**src/design/tgc_pkg.sv**
```systemverilog
// Purpose: Shared constants and types for the timer gate control block.
// Assumes: APB with 32-bit data, one register per aligned word.
// Notes:   Offsets and reset values are used by the design and the bench.
package tgc_pkg;
  // Register byte addresses.
  localparam logic [7:0] TGC_GATE_CONTROL_ADDR  = 8'h00;  // Gate control register.
  localparam logic [7:0] TGC_TIMER_CONTROL_ADDR = 8'h04;  // Timer control register.
  localparam logic [7:0] TGC_COUNT_LOW_ADDR     = 8'h08;  // Count low byte.
  localparam logic [7:0] TGC_COUNT_HIGH_ADDR    = 8'h0C;  // Count high byte.
  // Gate control field positions.
  localparam int TGC_BIT_GATE_ENABLE = 7;  // Gate enable.
  localparam int TGC_BIT_POLARITY    = 6;  // Gate polarity.
  localparam int TGC_BIT_TOGGLE      = 5;  // Toggle mode.
  localparam int TGC_BIT_SPM         = 4;  // Single-pulse mode.
  localparam int TGC_BIT_ARM         = 3;  // Single-pulse arm status.
  localparam int TGC_BIT_STATE       = 2;  // Gate current state.
  // Timer control field position.
  localparam int TGC_BIT_TIMER_ON    = 0;  // Timer on.
  // Reset values.
  localparam logic [7:0]  TGC_GATE_CONTROL_RST  = 8'h00;  // Gate control after reset.
  localparam logic [7:0]  TGC_TIMER_CONTROL_RST = 8'h00;  // Timer control after reset.
  localparam logic [15:0] TGC_COUNT_RST         = 16'h0000;  // Counter after reset.
  // Gate source encodings.
  typedef enum logic [1:0] {
    TGC_SRC_PIN  = 2'h0,  // Dedicated gate pin.
    TGC_SRC_TOVF = 2'h1,  // Other timer overflow.
    TGC_SRC_CMP1 = 2'h2,  // Comparator one output.
    TGC_SRC_CMP2 = 2'h3   // Comparator two output.
  } tgc_src_t;
  // Single-pulse acquisition states; each step changes one bit except open back to idle.
  typedef enum logic [1:0] {
    TGC_SP_IDLE = 2'h0,  // Not started or done.
    TGC_SP_WAIT = 2'h1,  // Armed, waiting for the opening edge.
    TGC_SP_OPEN = 2'h3   // Gate open, waiting for the closing edge.
  } tgc_sp_t;
  // Gate source inputs grouped together.
  typedef struct packed {
    logic pin;   // Gate pin level.
    logic tovf;  // Other timer overflow level.
    logic cmp1;  // Comparator one synchronized output.
    logic cmp2;  // Comparator two synchronized output.
  } tgc_gate_src_t;
endpackage : tgc_pkg

```
**src/design/tgc_top.sv**
```systemverilog
// Purpose: Gate control for a 16-bit timer, with APB register access.
// Assumes: Gate sources are synchronous to pclk; APB slave answers without waits.
// Notes:   The counter counts one per pclk while enabled by the gate.
//
// Local design decisions: the register addresses and the APB interface to the registers.
`timescale 1ns/1ps
////////////////////////////////////////////////////////////////////////////////
// Contract
// - Polarity selects counting on high or low gate.
// - Toggle mode uses flip-flop; otherwise cleared, bypassed.
// - Arm bit: write one arms, reads one while busy.
// - Read-only bit shows live processed gate.
// - Two-bit field selects pin, overflow, comparators.
module tgc_top
  import tgc_pkg::*;
(
  input  wire logic          pclk,         // Clock, 250 MHz.
  input  wire logic          presetn,      // Asynchronous reset, active low.
  input  wire logic          psel,         // APB select.
  input  wire logic          penable,      // APB enable.
  input  wire logic          pwrite,       // APB direction.
  input  wire logic [7:0]    paddr,        // APB address.
  input  wire logic [31:0]   pwdata,       // APB write data.
  output logic      [31:0]   prdata,       // APB read data.
  output logic               pready,       // APB ready.
  output logic               pslverr,      // APB error on unmapped address.
  input  wire tgc_gate_src_t gate_src,     // Gate source levels.
  output logic               count_enable, // Gated count enable.
  output logic      [15:0]   count         // Counter value.
);

  //////////////////////////////////////////////////////////////////////////////
  // Register state.
  logic [7:0]  gcon_q;      // Writable gate control bits 7..4 and 1..0.
  logic        timer_on_q;  // Timer on bit.
  logic [15:0] count_q;     // The 16-bit counter.
  tgc_sp_t     sp_q;        // Single-pulse state.
  logic        tog_q;       // Toggle flip-flop.
  logic        gsel_q;      // Previous selected-and-polarised gate level.
  logic        ce_q;        // Registered count enable.

  // Decoded APB access strobes, valid in the access phase.
  logic acc;  // Access phase.
  logic wr;   // Write in access phase.
  assign acc = psel & penable;
  assign wr  = acc & pwrite;

  // Returns true when the address is a mapped register.
  function automatic logic mapped(input logic [7:0] a);
    mapped = (a == TGC_GATE_CONTROL_ADDR) || (a == TGC_TIMER_CONTROL_ADDR) ||
             (a == TGC_COUNT_LOW_ADDR) || (a == TGC_COUNT_HIGH_ADDR);
  endfunction

  //////////////////////////////////////////////////////////////////////////////
  // Gate path, combinational.
  logic gate_raw;   // Selected source.
  logic gate_pol;   // After polarity.
  logic rise;       // Rising edge of polarised gate.
  logic gate_proc;  // Processed gate as applied to the counter.
  logic sp_arm_w;   // Software arms the single pulse this cycle.
  always_comb begin
    // Pick the source by the select field.
    case (tgc_src_t'(gcon_q[1:0]))
      TGC_SRC_PIN:  gate_raw = gate_src.pin;
      TGC_SRC_TOVF: gate_raw = gate_src.tovf;
      TGC_SRC_CMP1: gate_raw = gate_src.cmp1;
      TGC_SRC_CMP2: gate_raw = gate_src.cmp2;
      default:      gate_raw = gate_src.pin;
    endcase
    // Low polarity inverts so that counting happens while the gate is low.
    gate_pol = gcon_q[TGC_BIT_POLARITY] ? gate_raw : ~gate_raw;
    // A rising edge is the polarised gate high now and low one cycle earlier.
    rise     = gate_pol & ~gsel_q;
    // Toggle mode opens the gate for one whole source period.
    if (gcon_q[TGC_BIT_SPM]) begin
      gate_proc = (sp_q == TGC_SP_OPEN);
    end else if (gcon_q[TGC_BIT_TOGGLE]) begin
      gate_proc = tog_q;
    end else begin
      gate_proc = gate_pol;
    end
  end
  // Arming is only accepted while single-pulse mode is already switched on.
  assign sp_arm_w = wr && (paddr == TGC_GATE_CONTROL_ADDR) && pwdata[TGC_BIT_ARM]
                    && gcon_q[TGC_BIT_SPM];

  //////////////////////////////////////////////////////////////////////////////
  // Edge history of the polarised gate.
  always_ff @(posedge pclk or negedge presetn) begin
    if (!presetn) begin
      // Reset to the polarised idle level: low polarity and a low gate read high.
      // Starting from the same level keeps a false edge from following reset.
      gsel_q <= 1'b1;
    end else begin
      gsel_q <= gate_pol;
    end
  end

  // Toggle flip-flop flips on each rising edge, held clear when mode is off.
  always_ff @(posedge pclk or negedge presetn) begin
    if (!presetn) begin
      tog_q <= 1'b0;
    end else if (!gcon_q[TGC_BIT_TOGGLE]) begin
      tog_q <= 1'b0;
    end else if (rise) begin
      tog_q <= ~tog_q;
    end
  end

  // Single pulse: armed waits for an edge, then opens until the closing edge.
  // With toggle mode the closing edge is the next rising edge.
  always_ff @(posedge pclk or negedge presetn) begin
    if (!presetn) begin
      sp_q <= TGC_SP_IDLE;
    end else if (!gcon_q[TGC_BIT_SPM]) begin
      sp_q <= TGC_SP_IDLE;
    end else begin
      case (sp_q)
        TGC_SP_IDLE: begin
          if (sp_arm_w) begin
            sp_q <= TGC_SP_WAIT;
          end
        end
        TGC_SP_WAIT: begin
          if (rise) begin
            sp_q <= TGC_SP_OPEN;
          end
        end
        TGC_SP_OPEN: begin
          if (gcon_q[TGC_BIT_TOGGLE] ? rise : ~gate_pol) begin
            sp_q <= TGC_SP_IDLE;
          end
        end
        default: sp_q <= TGC_SP_IDLE;
      endcase
    end
  end

  //////////////////////////////////////////////////////////////////////////////
  // Register writes.
  always_ff @(posedge pclk or negedge presetn) begin
    if (!presetn) begin
      gcon_q     <= TGC_GATE_CONTROL_RST;
      timer_on_q <= TGC_TIMER_CONTROL_RST[TGC_BIT_TIMER_ON];
    end else if (wr) begin
      if (paddr == TGC_GATE_CONTROL_ADDR) begin
        // Arm status lives in the pulse machine and the state bit is read-only,
        // so bits 3 and 2 of this copy stay zero.
        gcon_q <= {pwdata[7:4], 2'h0, pwdata[1:0]};
      end
      if (paddr == TGC_TIMER_CONTROL_ADDR) begin
        timer_on_q <= pwdata[TGC_BIT_TIMER_ON];
      end
    end
  end

  // Count enable and the counter; software writes take priority.
  logic ce_d;  // Next count enable.
  assign ce_d = timer_on_q & (gcon_q[TGC_BIT_GATE_ENABLE] ? gate_proc : 1'b1);
  always_ff @(posedge pclk or negedge presetn) begin
    if (!presetn) begin
      count_q <= TGC_COUNT_RST;
      ce_q    <= 1'b0;
    end else begin
      ce_q  <= ce_d;
      // A write to either byte wins over an increment in the same cycle.
      if (wr && paddr == TGC_COUNT_LOW_ADDR) begin
        count_q[7:0] <= pwdata[7:0];
      end else if (wr && paddr == TGC_COUNT_HIGH_ADDR) begin
        count_q[15:8] <= pwdata[7:0];
      end else if (ce_d) begin
        count_q <= count_q + 16'h0001;
      end
    end
  end

  //////////////////////////////////////////////////////////////////////////////
  // APB read data, ready and error, all registered.
  always_ff @(posedge pclk or negedge presetn) begin
    if (!presetn) begin
      prdata  <= 32'h0000_0000;
      pready  <= 1'b0;
      pslverr <= 1'b0;
    end else begin
      // Ready rises in the access cycle that follows every setup cycle; error rises there only for an unmapped address.
      pready  <= psel & ~penable;
      pslverr <= psel & ~penable & ~mapped(paddr);
      prdata  <= 32'h0000_0000;
      // Read data is captured in the setup cycle and shown in the access cycle.
      if (psel && !penable && !pwrite) begin
        case (paddr)
          TGC_GATE_CONTROL_ADDR: prdata <= {24'h00_0000, gcon_q[7:4],
                                            (sp_q != TGC_SP_IDLE), gate_proc,
                                            gcon_q[1:0]};
          TGC_TIMER_CONTROL_ADDR: prdata <= {31'h0000_0000, timer_on_q};
          TGC_COUNT_LOW_ADDR:     prdata <= {24'h00_0000, count_q[7:0]};
          TGC_COUNT_HIGH_ADDR:    prdata <= {24'h00_0000, count_q[15:8]};
          default:                prdata <= 32'h0000_0000;
        endcase
      end
    end
  end

  // Both outputs come straight from their flip-flops.
  assign count_enable = ce_q;
  assign count        = count_q;

  //////////////////////////////////////////////////////////////////////////////
  // Checks.
  // These properties watch the gate path, the single-pulse machine and the
  // read path. Each comment above a check states the rule that it guards. Internal
  // nets are used where the pins alone cannot show the cause of a failure.

  // With the gate enabled and both special modes off, the count enable must
  // follow the selected source after the polarity choice, one cycle later.
  AST_POLARITY_PASS: assert property (@(posedge pclk) disable iff (!presetn)
    (timer_on_q && gcon_q[7] && !gcon_q[5] && !gcon_q[4]) |=>
      (count_enable == $past(gcon_q[6] ? gate_raw : ~gate_raw)))
    else $error("Polarity not applied to count enable.");

  // Leaving toggle mode must clear the toggle flip-flop at the next edge.
  AST_TOGGLE_CLEAR: assert property (@(posedge pclk) disable iff (!presetn)
    !gcon_q[5] |=> !tog_q)
    else $error("Toggle flip-flop not held clear.");

  // In toggle mode every rising edge of the polarised gate flips the flop.
  AST_TOGGLE_FLIP: assert property (@(posedge pclk) disable iff (!presetn)
    (gcon_q[5] && rise) |=> (tog_q != $past(tog_q)))
    else $error("Toggle flip-flop missed an edge.");

  // A one written to the arm bit while idle must start the wait for an edge.
  AST_ARM_SETS: assert property (@(posedge pclk) disable iff (!presetn)
    (sp_arm_w && sp_q == TGC_SP_IDLE) |=> (sp_q == TGC_SP_WAIT))
    else $error("Arm write did not arm.");

  // While armed, only a rising edge may move the machine on.
  AST_WAIT_HOLDS: assert property (@(posedge pclk) disable iff (!presetn)
    (sp_q == TGC_SP_WAIT && gcon_q[4] && !rise) |=> (sp_q == TGC_SP_WAIT))
    else $error("Armed state left without an edge.");

  // The first rising edge after arming must open the gate.
  AST_PULSE_OPENS: assert property (@(posedge pclk) disable iff (!presetn)
    (sp_q == TGC_SP_WAIT && gcon_q[4] && rise) |=> (sp_q == TGC_SP_OPEN))
    else $error("Armed pulse did not open on the edge.");

  // Without toggle mode the falling edge of the gate ends the single pulse.
  AST_PULSE_CLOSES: assert property (@(posedge pclk) disable iff (!presetn)
    (sp_q == TGC_SP_OPEN && gcon_q[4] && !gcon_q[5] && !gate_pol) |=>
      (sp_q == TGC_SP_IDLE))
    else $error("Single pulse did not close on the falling edge.");

  // With toggle mode the pulse lasts until the next rising edge instead.
  AST_TOGGLE_PULSE_END: assert property (@(posedge pclk) disable iff (!presetn)
    (sp_q == TGC_SP_OPEN && gcon_q[4] && gcon_q[5] && rise) |=>
      (sp_q == TGC_SP_IDLE))
    else $error("Toggled single pulse did not close.");

  // Clearing single-pulse mode abandons any acquisition in progress.
  AST_SPM_OFF_IDLE: assert property (@(posedge pclk) disable iff (!presetn)
    !gcon_q[4] |=> (sp_q == TGC_SP_IDLE))
    else $error("Pulse machine busy with the mode off.");

  // A read of gate control returns the arm status as it stood at setup.
  AST_STATUS_READ: assert property (@(posedge pclk) disable iff (!presetn)
    (acc && !pwrite && paddr == TGC_GATE_CONTROL_ADDR) |->
      (prdata[TGC_BIT_ARM] == $past(sp_q != TGC_SP_IDLE)))
    else $error("Arm status read wrong.");

  // A read of gate control returns the processed gate as it stood at setup.
  AST_STATE_BIT: assert property (@(posedge pclk) disable iff (!presetn)
    (acc && !pwrite && paddr == TGC_GATE_CONTROL_ADDR) |->
      (prdata[TGC_BIT_STATE] == $past(gate_proc)))
    else $error("Gate state bit wrong.");

  // Each encoding of the source field picks its own input, so a swapped
  // pair of sources shows up here before it shows up in the count.
  AST_SOURCE_PIN: assert property (@(posedge pclk) disable iff (!presetn)
    (gcon_q[1:0] == 2'h0) |-> (gate_raw == gate_src.pin))
    else $error("Pin source select wrong.");
  AST_SOURCE_OVF: assert property (@(posedge pclk) disable iff (!presetn)
    (gcon_q[1:0] == 2'h1) |-> (gate_raw == gate_src.tovf))
    else $error("Overflow source select wrong.");
  AST_SOURCE_CMP1: assert property (@(posedge pclk) disable iff (!presetn)
    (gcon_q[1:0] == 2'h2) |-> (gate_raw == gate_src.cmp1))
    else $error("Comparator one source select wrong.");
  AST_SOURCE_CMP2: assert property (@(posedge pclk) disable iff (!presetn)
    (gcon_q[1:0] == 2'h3) |-> (gate_raw == gate_src.cmp2))
    else $error("Comparator two source select wrong.");

  // With the timer on and the gate enabled, counting follows the processed
  // gate, whichever of the plain, toggle or single-pulse paths produced it.
  AST_GATED_COUNT: assert property (@(posedge pclk) disable iff (!presetn)
    (timer_on_q && gcon_q[7]) |=> (count_enable == $past(gate_proc)))
    else $error("Count enable does not follow the gate.");

  // With the gate function off the timer counts on every cycle.
  AST_FREE_RUN: assert property (@(posedge pclk) disable iff (!presetn)
    (timer_on_q && !gcon_q[7]) |=> count_enable)
    else $error("Timer did not run free.");

  // A switched-off timer never counts, whatever the gate does.
  AST_OFF_STOPS: assert property (@(posedge pclk) disable iff (!presetn)
    !timer_on_q |=> !count_enable)
    else $error("Timer counted while off.");

endmodule : tgc_top // tgc_top

```
**config.mk**
```make
export PLATFORM = sky130hd
export DESIGN_NAME = tgc_top
export DESIGN_NICKNAME = d
export VERILOG_FILES = /design/src/design/tgc_pkg.sv /design/src/design/tgc_top.sv
export SDC_FILE = /design/constraint.sdc
export NUM_CORES = 1
export LEC_CHECK = 0
export ABC_AREA = 1
export BUFFER_PORTS_ARGS = -buffer_cell sky130_fd_sc_hd__clkbuf_2
export CORE_MARGIN = 1.5
export CORE_UTILIZATION = 45
export DETAILED_ROUTE_END_ITERATION = 7
export MAX_ROUTING_LAYER = met4
export PLACE_DENSITY_LB_ADDON = 0.2
export SLEW_MARGIN = 20
export SYNTH_ARGS = -nofsm -noshare
export SYNTH_HDL_FRONTEND = slang
export SYNTH_SLANG_ARGS = --single-unit
```
**constraint.sdc**
```tcl
create_clock -name pclk -period 3.5 [get_ports pclk]
set_input_delay 0.175 -clock pclk [delete_from_list [all_inputs] [get_ports pclk]]
set_output_delay 0.175 -clock pclk [all_outputs]
set_load 0.03 [all_outputs]
```
==> run summary <==
The run finished, with violations left. The checks that failed: negative hold slack. The max-slew violation count came out at 0. The first detailed-routing pass took 4 iterations. The most frequent cell after synthesis is nand2_1. Global routing consumed, over all layers together, 21.8% of the routing resources. In this run the standard cell core region covers 0.00524 mm2. The endpoint of the most critical setup path was count[10]. Once the clock tree was built, the setup fixing pass inserted 0 buffers.

Counting the buffers created by CTS gives 5. From synthesis to final layout, the design area changed by 12.6%. Setup violations remaining at the end of the flow were counted as 0.

The post-route clock skew was 14.7 ps; the final-layout setup total negative slack was 0 ps. Synthesis produced a netlist whose cell count is 347. Biggest area consumer among synthesized cells: dfrtp_1. Leftover overflow at the end of global routing: 0. STA classifies the critical path startpoint as a register. The global placer's final weighted congestion was 0.980. The fraction of post-synthesis cell area in the top cell type by area works out to 36.9%. CTS placed an instance of clkbuf_8 at the clock tree root. The count of pins on the block boundary is 100. The endpoint identified for the worst register-to-register timing path is count[10]. The min-delay analysis places its worst path in the category input pin to asynchronous set/reset pin. The Yosys step of the flow raised 0 warnings. The tools report the flip-flop and latch area as 952 um2. Summed over all layers, the routed wires come to 5920 um. In this run the tightest slew margin relative to its limit is 37.7%. Setup repair after global routing left no endpoint under its margin. The synthesized design contains 38 register bits.

The main flop type after synthesis is dfrtp_1. The tools report the sequential element share of the synthesized area as 38.0%. In this run the worst setup path begins at count[0]. After the last flow step, the layout net total stands at 449.

The category of the most critical setup path is register to register. The power density over the cells is 383 mW/mm2. The tools report the worst hold slack as -5.17 ps.

The layout has 533 filler cells. In the final layout, the share of cells above drive strength 1 is 18.8%. The initialized floorplan defines 26 standard-cell rows. Yosys mapped a number of flops with a built-in enable equal to 0. By area the synthesized netlist is led by dfrtp_1, nand2_1, inv_1, buf_4, nand3_1. The logs give 535 MHz for the maximum clock rate and 5 for the final-report hold violation count. IR analysis of the VDD net gives a maximum drop of 0.206 mV. Setup slack on the worst reg-to-reg path comes out at 1630 ps. Gates resized during post-CTS repair numbered 0.

The number of sinks driven by the clock tree is 38. At the pin with the least slew margin, the transition time is 935 ps. Starting density of the core: 47.9%. For the number of max-capacitance violations reported, the log shows 0. The routed design could run at a clock period as short as 1870 ps.

Once detail routing completed, the nets flagged for antenna violations numbered 0. The average vias per placed instance was 4.94; the routed via count was 2,320. The average footprint of a synthesized cell came out at 7.23 um2. TritonCTS built the clock tree. The final worst-path cycle share came out at 53.4%. In this run the number of H-tree levels came out at 2. The die covers 0.00603 mm2. Counting flops with an async set or reset pin after synthesis yields a share of 100%. The first routing iteration left 248 violations.

Dividing the detail-routed wire length by the instance count gives 12.6 um. Detailed placement ended at an HPWL of 4680 um. For the worst-skew pair, the clock arrives at the later sink with an insertion delay of 300 ps.

The critical register-to-register path startpoint was count[0]. The number of antenna violations at the first check in global routing is 0. Entering global routing, the biggest net connects 39 pins. Data arrives at the worst endpoint at 2110 ps. The wire length of the first global-routing pass was 10,100 um; the height of the die was 77.6 um.

The tools report the via count of the first global-routing pass as 2,134. The die is 77.6 um wide. Counting instances in the post-synthesis netlist gives the leading cell types as nand2_1, inv_1, dfrtp_1. The clock passes through at most 2 buffers. The maximum fanout along the worst path was 6. The static leakage is 1.64 nW. The final antenna diode count is 0. Worst endpoint required time: 3740 ps. The number of hold buffers added after CTS was 0. The worst setup path is captured at a register. Number of remaining DRC errors: 0.

The number of cells on the worst reg-to-reg path is 11. The count of port buffers added during placement came out at 51. The CTS clock-pin slew for the worst setup and hold paths works out to 80 ps. The mapped netlist covers 0.00251 mm2. Summing all multi-input logic gate instances after layout gives 0.00122 mm2. The tools report the number of library cell types mapped by synthesis as 35.
sequential cells by signal (all words and copies together), names as in the netlist:
register      flops
count            16
prdata            8
gcon_q            6
sp_q              2
count_enable      1
gsel_q            1
pready            1
pslverr           1
timer_on_q        1
tog_q             1
worst max-delay path, cell delays in order (launching register included):
cell and delay (ps):
dfrtp_1 460, ha_1 220, nand2_1 90, nor2_2 190
nand3_1 90, nor2_1 180, nand3_1 120, nand2_1 80
nand2_1 50, o21ai_1 140, nand3_1 90, nand2_1 80
per-stage QoR:
step | instance area [um2] | utilization (%) | std cells | worst slack, ps | power, mW
2_1_floorplan | 2590 | - | 370 | 1700 | 0.670
3_3_place_gp | 2710 | 51.8 | 462 | 1460 | 0.708
3_5_place_dp | 2710 | 51.8 | 462 | 1390 | 0.714
4_1_cts | 2820 | 53.9 | 470 | 1630 | 1.09
5_1_grt | 2820 | 53.9 | 470 | 1410 | 1.14
6_report | 2820 | 53.9 | 470 | 1630 | 1.08
placed cells by master (no fill, tap or decap):
cell        n
clkinv_2    2
nor4_1      1
dfrtp_1    37
xor2_1      5
o22ai_2     1
o21ai_0    20
dfstp_2     1
bufinv_16   1
inv_1      51
nor2_2      2
nand4_1     3
nor3_4      1
nand2_1    95
nand2_4     2
inv_2       1
or2_1       1
nor2_8      1
inv_4       1
clkbuf_2   51
xnor2_1     1
o21ai_1     8
a31oi_1     2
o22ai_1     2
clkbuf_8    5
nor2_1     15
nor3_1     10
conb_1     24
a22oi_1     2
nand3_2     3
ha_1        1
o221ai_1    4
mux2i_1     1
a21oi_1     8
nand2_2     3
nand3_1    34
cell type report:
type / count / area share [%]
inverters: 53 / 7.14
repair buffers: 51 / 9.04
multi-input cells: 250 / 43.1
flip-flops and latches: 38 / 33.7
clock inverters: 3 / 1.42
clock buffers: 5 / 2.44
well taps: 70 / 3.10
kinds of logic (layout without fill, tap and decap cells):
kind of cell               Yosys count  after routing  share of synthesized area, %
AOI/OAI and AO/OA                   47             47                          10.7
xor gates and xnor gates             6              6                          2.10
adders and majority gates            1              1                         0.499
buffers and inverters               82            112                          16.9
DFF                                 38             38                          38.0
muxes                                1              1                         0.399
other                                1             24                         0.150
and+or+nand+nor                    171            171                          31.3
per-layer routing:
layer,GRT usage [%],part of all wire [%],vias to the layer above
met5,-,0,-
met4,6.55,1.9,0
met3,3.88,4.9,12
met2,32.3,46,57
met1,30.2,47,1079
li1,-,-,1172
worst min path at each step:
stage,end,slack [ps]
after global routing,pready,70
final,tog_q,-5
after CTS,tog_q,40
after floorplan,count[0],-120
after detailed placement,tog_q,370
after global placement,tog_q,370
power breakdown:
group	total [mW]	switching [mW]	internal, mW
Clock	0.375	0.165	0.210
Sequential	0.490	0.0239	0.466
Combinational	0.216	0.155	0.0614
Power figures use the tool's default switching activity.
